File: config.mk
export PLATFORM = sky130hd
export DESIGN_NAME = nv_resistor_setting_bank
export DESIGN_NICKNAME = d
export VERILOG_FILES = /design/src/design/nv_resistor_pkg.sv /design/src/design/bit_link_if.sv /design/src/design/line_sampler.sv /design/src/design/nv_resistor_setting_bank.sv
export VERILOG_INCLUDE_DIRS = /design/src /design/src/design
export SDC_FILE = /design/constraint.sdc
export NUM_CORES = 1
export LEC_CHECK = 0
export ABC_AREA = 1
export BUFFER_PORTS_ARGS = -buffer_cell sky130_fd_sc_hd__buf_2
export CAP_MARGIN = 20
export CORE_MARGIN = 4
export CORE_UTILIZATION = 55
export DETAILED_ROUTE_END_ITERATION = 16
export PLACE_DENSITY = 0.81
export SLEW_MARGIN = 30
export SYNTH_ARGS = -nofsm -noshare
export SYNTH_HDL_FRONTEND = slang
export SYNTH_SLANG_ARGS = --single-unit
File: constraint.sdc
create_clock -name mclk -period 1.55 [get_ports mclk]
set_input_delay 0.155 -clock mclk [delete_from_list [all_inputs] [get_ports mclk]]
set_output_delay 0.155 -clock mclk [all_outputs]
set_load 0.02 [all_outputs]
File: src/design/nv_resistor_defs.svh
// Contract
// - Three setting registers sit at F8h, F9h and FAh for resistors 0, 1, 2.
// - Every setting comes up at 7Fh, the maximum position.
// - A setting above 7Fh sets its top bit, putting that resistor in high impedance.
// - The low seven bits pick one of 128 positions, 0 minimum, 7Fh maximum.
// - Nonvolatile programming starts only after the stop that ends the write.
// - Received address bits are compared with the wired address-select pins.
// - Data line is only pulled low or released; clock is input only.
// - Address byte is 1010 plus three pins plus direction; one-pin variant 101000.
// - No acknowledge while the nonvolatile write runs; master polls or waits.
`ifndef NV_RESISTOR_DEFS_SVH
`define NV_RESISTOR_DEFS_SVH
`define SETTING0_OFFSET   8'hf8
`define SETTING1_OFFSET   8'hf9
`define SETTING2_OFFSET   8'hfa
`define SETTING_RESET     8'h7f
`define HIZ_BIT           7
`define ADDR_PREFIX_3PIN  4'ha
`define ADDR_PREFIX_1PIN  6'h28
`define MCLK_HZ           10000000
`define NV_WRITE_TIME_MS  20
`define WRITE_TIMER_W     18
`endif

File: src/design/nv_resistor_pkg.sv
package nv_resistor_pkg;
  `include "nv_resistor_defs.svh"

  typedef enum logic [5:0] {
    ST_IDLE  = 6'b00_0001,
    ST_DEV   = 6'b00_0010,
    ST_REGA  = 6'b00_0100,
    ST_WDATA = 6'b00_1000,
    ST_RDATA = 6'b01_0000,
    ST_BUSY  = 6'b10_0000
  } engine_state_e;

  typedef struct packed {
    logic scl_meta;
    logic scl_sync;
    logic scl_last;
    logic sda_meta;
    logic sda_sync;
    logic sda_last;
  } sampler_state_s;

  typedef struct packed {
    engine_state_e               state;
    logic [7:0]                  shift;
    logic [3:0]                  count;
    logic                        ack_drive;
    logic [7:0]                  reg_ptr;
    logic [7:0]                  tx_byte;
    logic [7:0]                  pend_data;
    logic [1:0]                  pend_index;
    logic                        pend_valid;
    logic [`WRITE_TIMER_W-1:0]   timer;
    logic                        sda_oe;
    logic [2:0]                  pin_meta;
    logic [2:0]                  pin_sync;
    logic [2:0][7:0]             setting;
  } engine_state_s;
endpackage

File: src/design/bit_link_if.sv
`timescale 1ns/1ps
interface bit_link_if;
  logic scl_rise;
  logic scl_fall;
  logic sda;
  logic start;
  logic stop;
  modport sampler (output scl_rise, output scl_fall, output sda, output start, output stop);
  modport engine  (input scl_rise, input scl_fall, input sda, input start, input stop);
endinterface

File: src/design/line_sampler.sv
`timescale 1ns/1ps
module line_sampler
  import nv_resistor_pkg::*;
(
  input  wire logic   mclk,
  input  wire logic   srst,
  input  wire logic   scl,
  input  wire logic   sda_in,
  bit_link_if.sampler link
);
  sampler_state_s st_reg;
  sampler_state_s st_next;

  always_comb begin
    st_next          = st_reg;
    st_next.scl_meta = scl;
    st_next.scl_sync = st_reg.scl_meta;
    st_next.scl_last = st_reg.scl_sync;
    st_next.sda_meta = sda_in;
    st_next.sda_sync = st_reg.sda_meta;
    st_next.sda_last = st_reg.sda_sync;
  end

  always_ff @(posedge mclk) begin
    if (srst) begin
      st_reg <= '{default: 1'b1};
    end else begin
      st_reg <= st_next;
    end
  end

  assign link.scl_rise = st_reg.scl_sync & ~st_reg.scl_last;
  assign link.scl_fall = ~st_reg.scl_sync & st_reg.scl_last;
  assign link.sda      = st_reg.sda_sync;
  assign link.start    = st_reg.scl_sync & st_reg.scl_last & st_reg.sda_last & ~st_reg.sda_sync;
  assign link.stop     = st_reg.scl_sync & st_reg.scl_last & ~st_reg.sda_last & st_reg.sda_sync;
endmodule

File: src/design/nv_resistor_setting_bank.sv
`timescale 1ns/1ps
`include "nv_resistor_defs.svh"
module nv_resistor_setting_bank
  import nv_resistor_pkg::*;
#(
  parameter logic                      ONE_PIN_VARIANT   = 1'b0,
  parameter logic [`WRITE_TIMER_W-1:0] WRITE_TIME_CYCLES =
    `WRITE_TIMER_W'((`NV_WRITE_TIME_MS * (`MCLK_HZ / 1000)))
)
(
  input  wire logic       mclk,
  input  wire logic       srst,
  input  wire logic       scl,
  input  wire logic       sda_in,
  output logic            sda_out,
  output logic            sda_oe,
  input  wire logic       address_select_pin_0,
  input  wire logic       address_select_pin_1,
  input  wire logic       address_select_pin_2,
  output logic [7:0]      resistor0_position,
  output logic [7:0]      resistor1_position,
  output logic [7:0]      resistor2_position,
  output logic            nv_busy
);
  bit_link_if link ();

  line_sampler u_sampler (
    .mclk   (mclk),
    .srst   (srst),
    .scl    (scl),
    .sda_in (sda_in),
    .link   (link)
  );

  engine_state_s         st_reg;
  engine_state_s         st_next;
  logic                  addr_match;
  logic [6:0]            own_addr;
  logic                  ptr_mapped;
  logic [1:0]            ptr_index;
  logic [2:0]            addr_hit;
  logic                  byte_done;
  logic                  ack_done;
  logic                  read_dir;
  logic                  bus_live;
  logic                  commit;
  logic [7:0]            read_byte;
  wire logic [2:0]       commit_sel;
  wire logic [2:0][7:0]  setting_upd;
  wire logic [2:0][7:0]  position_out;

  always_comb begin
    if (ONE_PIN_VARIANT) begin
      own_addr = {`ADDR_PREFIX_1PIN, st_reg.pin_sync[0]};
    end else begin
      own_addr = {`ADDR_PREFIX_3PIN, st_reg.pin_sync[2:0]};
    end
    addr_match  = (st_reg.shift[7:1] == own_addr);
    read_dir    = st_reg.shift[0];
    addr_hit[0] = (st_reg.reg_ptr == `SETTING0_OFFSET);
    addr_hit[1] = (st_reg.reg_ptr == `SETTING1_OFFSET);
    addr_hit[2] = (st_reg.reg_ptr == `SETTING2_OFFSET);
    ptr_mapped  = |addr_hit;
    case (addr_hit)
      3'b010: begin
        ptr_index = 2'h1;
      end
      3'b100: begin
        ptr_index = 2'h2;
      end
      default: begin
        ptr_index = 2'h0;
      end
    endcase
    read_byte = 8'h00;
    if (ptr_mapped) begin
      read_byte = st_reg.setting[ptr_index];
    end
    byte_done = link.scl_fall && (st_reg.count == 4'h8) && !st_reg.ack_drive;
    ack_done  = link.scl_fall && st_reg.ack_drive;
    bus_live  = (st_reg.state != ST_BUSY);
    // timed write ends on the last count.
    commit    = (st_reg.state == ST_BUSY) && (st_reg.timer <= `WRITE_TIMER_W'(1));
  end

  // whole byte stored with control bit.
  for (genvar gi = 0; gi < 3; gi++) begin : g_setting
    assign commit_sel[gi]   = commit && (st_reg.pend_index == 2'(gi));
    assign setting_upd[gi]  = commit_sel[gi] ? st_reg.pend_data : st_reg.setting[gi];
    assign position_out[gi] = st_reg.setting[gi];
  end

  always_comb begin
    st_next          = st_reg;
    st_next.pin_meta = {address_select_pin_2, address_select_pin_1, address_select_pin_0};
    st_next.pin_sync = st_reg.pin_meta;
    case (st_reg.state)
      ST_BUSY: begin
        st_next.sda_oe    = 1'b0;
        st_next.ack_drive = 1'b0;
        if (commit) begin
          // top bit kept as high-impedance control.
          st_next.setting                    = setting_upd;
          st_next.pend_valid                 = 1'b0;
          st_next.timer                      = '0;
          st_next.state                      = ST_IDLE;
        end else begin
          st_next.timer = st_reg.timer - `WRITE_TIMER_W'(1);
        end
      end
      ST_IDLE: begin
        st_next.sda_oe    = 1'b0;
        st_next.ack_drive = 1'b0;
      end
      ST_DEV, ST_REGA, ST_WDATA: begin
        if (link.scl_rise && st_reg.count < 4'h8) begin
          st_next.shift = {st_reg.shift[6:0], link.sda};
          st_next.count = st_reg.count + 4'h1;
        end else if (byte_done) begin
          st_next.ack_drive = 1'b1;
          if (st_reg.state == ST_DEV && !addr_match) begin
            st_next.ack_drive = 1'b0;
            st_next.state     = ST_IDLE;
          end else begin
            st_next.sda_oe = 1'b1;
            if (st_reg.state == ST_REGA) begin
              st_next.reg_ptr = st_reg.shift;
            end
            if (st_reg.state == ST_WDATA) begin
              st_next.pend_data  = st_reg.shift;
              st_next.pend_index = ptr_index;
              st_next.pend_valid = ptr_mapped;
            end
          end
        end else if (ack_done) begin
          st_next.ack_drive = 1'b0;
          st_next.sda_oe    = 1'b0;
          st_next.count     = 4'h0;
          case (st_reg.state)
            ST_DEV: begin
              if (read_dir) begin
                st_next.tx_byte = read_byte;
                st_next.sda_oe  = ~read_byte[7];
                st_next.state   = ST_RDATA;
              end else begin
                st_next.state = ST_REGA;
              end
            end
            ST_REGA: begin
              st_next.state = ST_WDATA;
            end
            default: begin
              st_next.state = ST_IDLE;
            end
          endcase
        end
      end
      ST_RDATA: begin
        if (link.scl_rise) begin
          st_next.count = st_reg.count + 4'h1;
        end else if (link.scl_fall && st_reg.count != 4'h0) begin
          if (st_reg.count < 4'h8) begin
            st_next.tx_byte = {st_reg.tx_byte[6:0], 1'b0};
            st_next.sda_oe  = ~st_reg.tx_byte[6];
          end else begin
            st_next.sda_oe = 1'b0;
            st_next.state  = ST_IDLE;
          end
        end
      end
      default: begin
        st_next.state = ST_IDLE;
      end
    endcase
    if (bus_live) begin
      if (link.start) begin
        st_next.state      = ST_DEV;
        st_next.count      = 4'h0;
        st_next.ack_drive  = 1'b0;
        st_next.sda_oe     = 1'b0;
        st_next.pend_valid = 1'b0;
      end else if (link.stop) begin
        st_next.ack_drive = 1'b0;
        st_next.sda_oe    = 1'b0;
        if (st_reg.pend_valid) begin
          st_next.state = ST_BUSY;
          st_next.timer = WRITE_TIME_CYCLES;
        end else begin
          st_next.state = ST_IDLE;
        end
      end
    end
  end

  always_ff @(posedge mclk) begin
    if (srst) begin
      st_reg            <= '0;
      st_reg.state      <= ST_IDLE;
      st_reg.setting[0] <= `SETTING_RESET;
      st_reg.setting[1] <= `SETTING_RESET;
      st_reg.setting[2] <= `SETTING_RESET;
    end else begin
      st_reg <= st_next;
    end
  end

  // low seven bits give the position.
  assign resistor0_position = position_out[0];
  assign resistor1_position = position_out[1];
  assign resistor2_position = position_out[2];
  assign sda_oe             = st_reg.sda_oe;
  assign sda_out            = st_reg.pend_valid & 1'b0;
  assign nv_busy            = st_reg.state[5];
endmodule

==> impl_metrics.ini <==
[power_and_ir_drop]
peakVddDrop_mv = 0.540
power_leakage_uw = 0.00309
powerDensity_nw_per_um2 = 672

[logic_synthesis]
synth.distinct_cells = 38
synthesis.area_per_instance_um2 = 7.30
yosys.area.top_type = dfxtp_1
synthFlopType = dfxtp_1
yosysMostFrequentCell = nand2_1
synthArstFlopShare_pct = 0
synth_warnings = 0
post_synth_main_area_contributors = dfxtp_1 (39%), nand2_1 (10%), nor2_1 (7.3%)
netlist_area_um2 = 5110
yosysSeqAreaShare_pct = 39.2
synth_cells = 699
synth_common_cells = nand2_1 (142), dfxtp_1 (100), nor2_1 (99)
synth-seq-cells = 100
syn_nets = 710
synth_edf_count = 0
synth_top_area_share_pct = 39.2

[detailed_routing]
wl_met1_um = 6510
vias_per_cell = 6.16
wire_per_inst_um = 19.7
dr.first_iter.drc_count = 625
dr_total_vias = 5769
met2WireLength_um = 8850
drtPass1Iterations = 7
top_layer = met4
drc = 0
drt-total-wl_um = 18500
final_antenna_net_count = 0
wl_met3_um = 1920

[worst_setup_path]
rrSetupSlack_ns = -0.30
end_kind = register
startpoint_type = register
crit_fanout = 7
critPathKind = register to register
worstPathRequired_ns = 1.85
arrival_ns = 2.15

[clock_tree]
numCtsBuffers = 9
clk_pin_slew_worst_paths_ns = 0.09
htreeDepth = 3
clockBufferDepth = 2
cts.sinks = 100
cts_tree = yes
insertion_delay_ns = 0.38
cts-root-buf = clkbuf_8

[cells_and_area]
largest_register_ffs = 61
drive_gt1_share_pct = 42.5
fin_util_pct = 80.3
multi_input_area_um2 = 3190
register_area_um2 = 2030
stdcell_count = 936
finalNetCount = 834
num-fill-cells = 459
finalInstanceArea_um2 = 7140
antenna_cells = 0
area_delta_synth_final_pct = 39.9

[timing]
setup_slack_ns = -0.302
rsz0062_at_grt = yes
skew_ns = 0.0147
fin_tns_setup_ns = -10.77
hold_violations = 0
setup_viol = 73
fin_crit_sh_pct = 120
post-route-min-period_ns = 1.85
max_freq_ghz = 0.540
report.final.slew_viol_count = 0

[worst_hold_path]
hold_path_class = input port to register

[floorplan]
initial_core_util_pct = 57.4
ioPinCount = 34
rows = 34
die_x_um = 104
coreArea_um2 = 8890
design.die.area_um2 = 10900
die_h_um = 104

[outcome]
violations = negative setup slack
status = complete, but fails checks

[placed_design]
dp.cells = 877
postPlaceCellArea_um2 = 5750
place_congestion = 0.894
dp_hpwl_um = 9040
pre_cts_ws_ns = -0.191
port_buffers = 32

[global_route]
grt_remaining_overflow = 0
antenna_found_initial = 0
grtUsageTotal_pct = 24.9
grt_max_degree = 36
grt_pass1_vias = 4899
grt_pass1_wl_um = 22600

[job]
drv_cap = 0
[routing by layer]
| layer | GRT usage, % | vias to the layer above |
|---|---|---|
| li1 | - | 2508 |
| met1 | 31.1 | 2649 |
| met2 | 40.9 | 469 |
| met3 | 5.46 | 143 |
| met4 | 11.4 | 0 |
| met5 | 0 | - |
[cell usage in the layout, fill, tap and decap left out, types with 6 or more instances in the layout]
master,instances
nand2_1,105
dfxtp_1,87
nor2_1,76
buf_4,76
inv_1,66
buf_6,33
nand2_2,32
buf_2,32
nor2_4,26
a21oi_1,26
nand3_1,22
nand3_4,19
nor2_2,17
o21ai_1,16
o21ai_0,16
o211ai_1,15
nand4_1,13
nand3_2,12
inv_2,11
clkbuf_8,11
a21oi_2,9
dfxtp_2,9
nand2_4,8
o211ai_2,7
o21ai_2,6
a211oi_1,6
xor2_1,6
[kinds of logic after synthesis]
kind of cell / Yosys count / share of synthesized area, %
and+or+nand+nor: 350 / 33.4
buffers and inverters: 128 / 12.2
AOI/OAI and AO/OA: 110 / 13.2
DFF: 100 / 39.2
xor gates and xnor gates: 6 / 1.03
adders and majority gates: 4 / 0.980
other: 1 / 0.0734
[worst max-delay path, cell delays in order, from the launching register on]
cell and delay, ns:
dfxtp_2 0.35, inv_2 0.09, nand2_2 0.09, nor2_1 0.32, nand3_1 0.18, nand2_2 0.18
nand3_4 0.16, nor2_1 0.20, nor2_1 0.07, nor2_1 0.14
[final cells by class]
| type | instances | share of cell area [%] |
|---|---|---|
| Multi-Input combinational cell | 478 | 44.7 |
| Timing Repair Buffer | 149 | 17.0 |
| Sequential cell | 100 | 28.4 |
| Inverter | 85 | 4.78 |
| Tap cell | 108 | 1.89 |
| Clock buffer | 11 | 2.12 |
| Clock inverter | 5 | 1.14 |
[what timing repair did]
| item | CTS | global route |
|---|---|---|
| endpoints found under the hold margin | 5 | 0 |
| setup endpoints to repair | 68 | 86 |
| buffers inserted | 14 | 17 |
| hold buffers | 5 | 0 |
| cloned | 5 | 3 |
| pin swaps | 18 | 62 |
| resized for setup | 39 | 195 |
[metrics by stage]
stage / hold WS [ns] / total power, uW
2_1_floorplan: 0.259 / 2750
3_3_place_gp: 0.339 / 2810
3_5_place_dp: 0.343 / 2810
4_1_cts: 0.180 / 4710
5_1_grt: 0.262 / 4910
6_report: 0.251 / 4800
[path summary, 6_finish.rpt]
kind	depth (start not counted)	startpoint	to
worst max-delay path	9	u_sampler.st_next[3]$_SDFF_PP1_	st_reg[60]$_SDFFE_PP0P_
worst min-delay path	3	srst	u_sampler.st_reg[3]$_SDFF_PP1_
worst max register to register	9	u_sampler.st_next[3]$_SDFF_PP1_	st_reg[60]$_SDFFE_PP0P_
worst min register to register	2	st_next[25]$_SDFF_PP0_	own_addr[1]$_SDFF_PP0_
[where the power goes]
part / switching, uW / internal, uW
sequential: 10.5 / 2580
combinational: 152 / 102
clock: 959 / 1000
No activity file was read; power rests on OpenSTA's default activity.
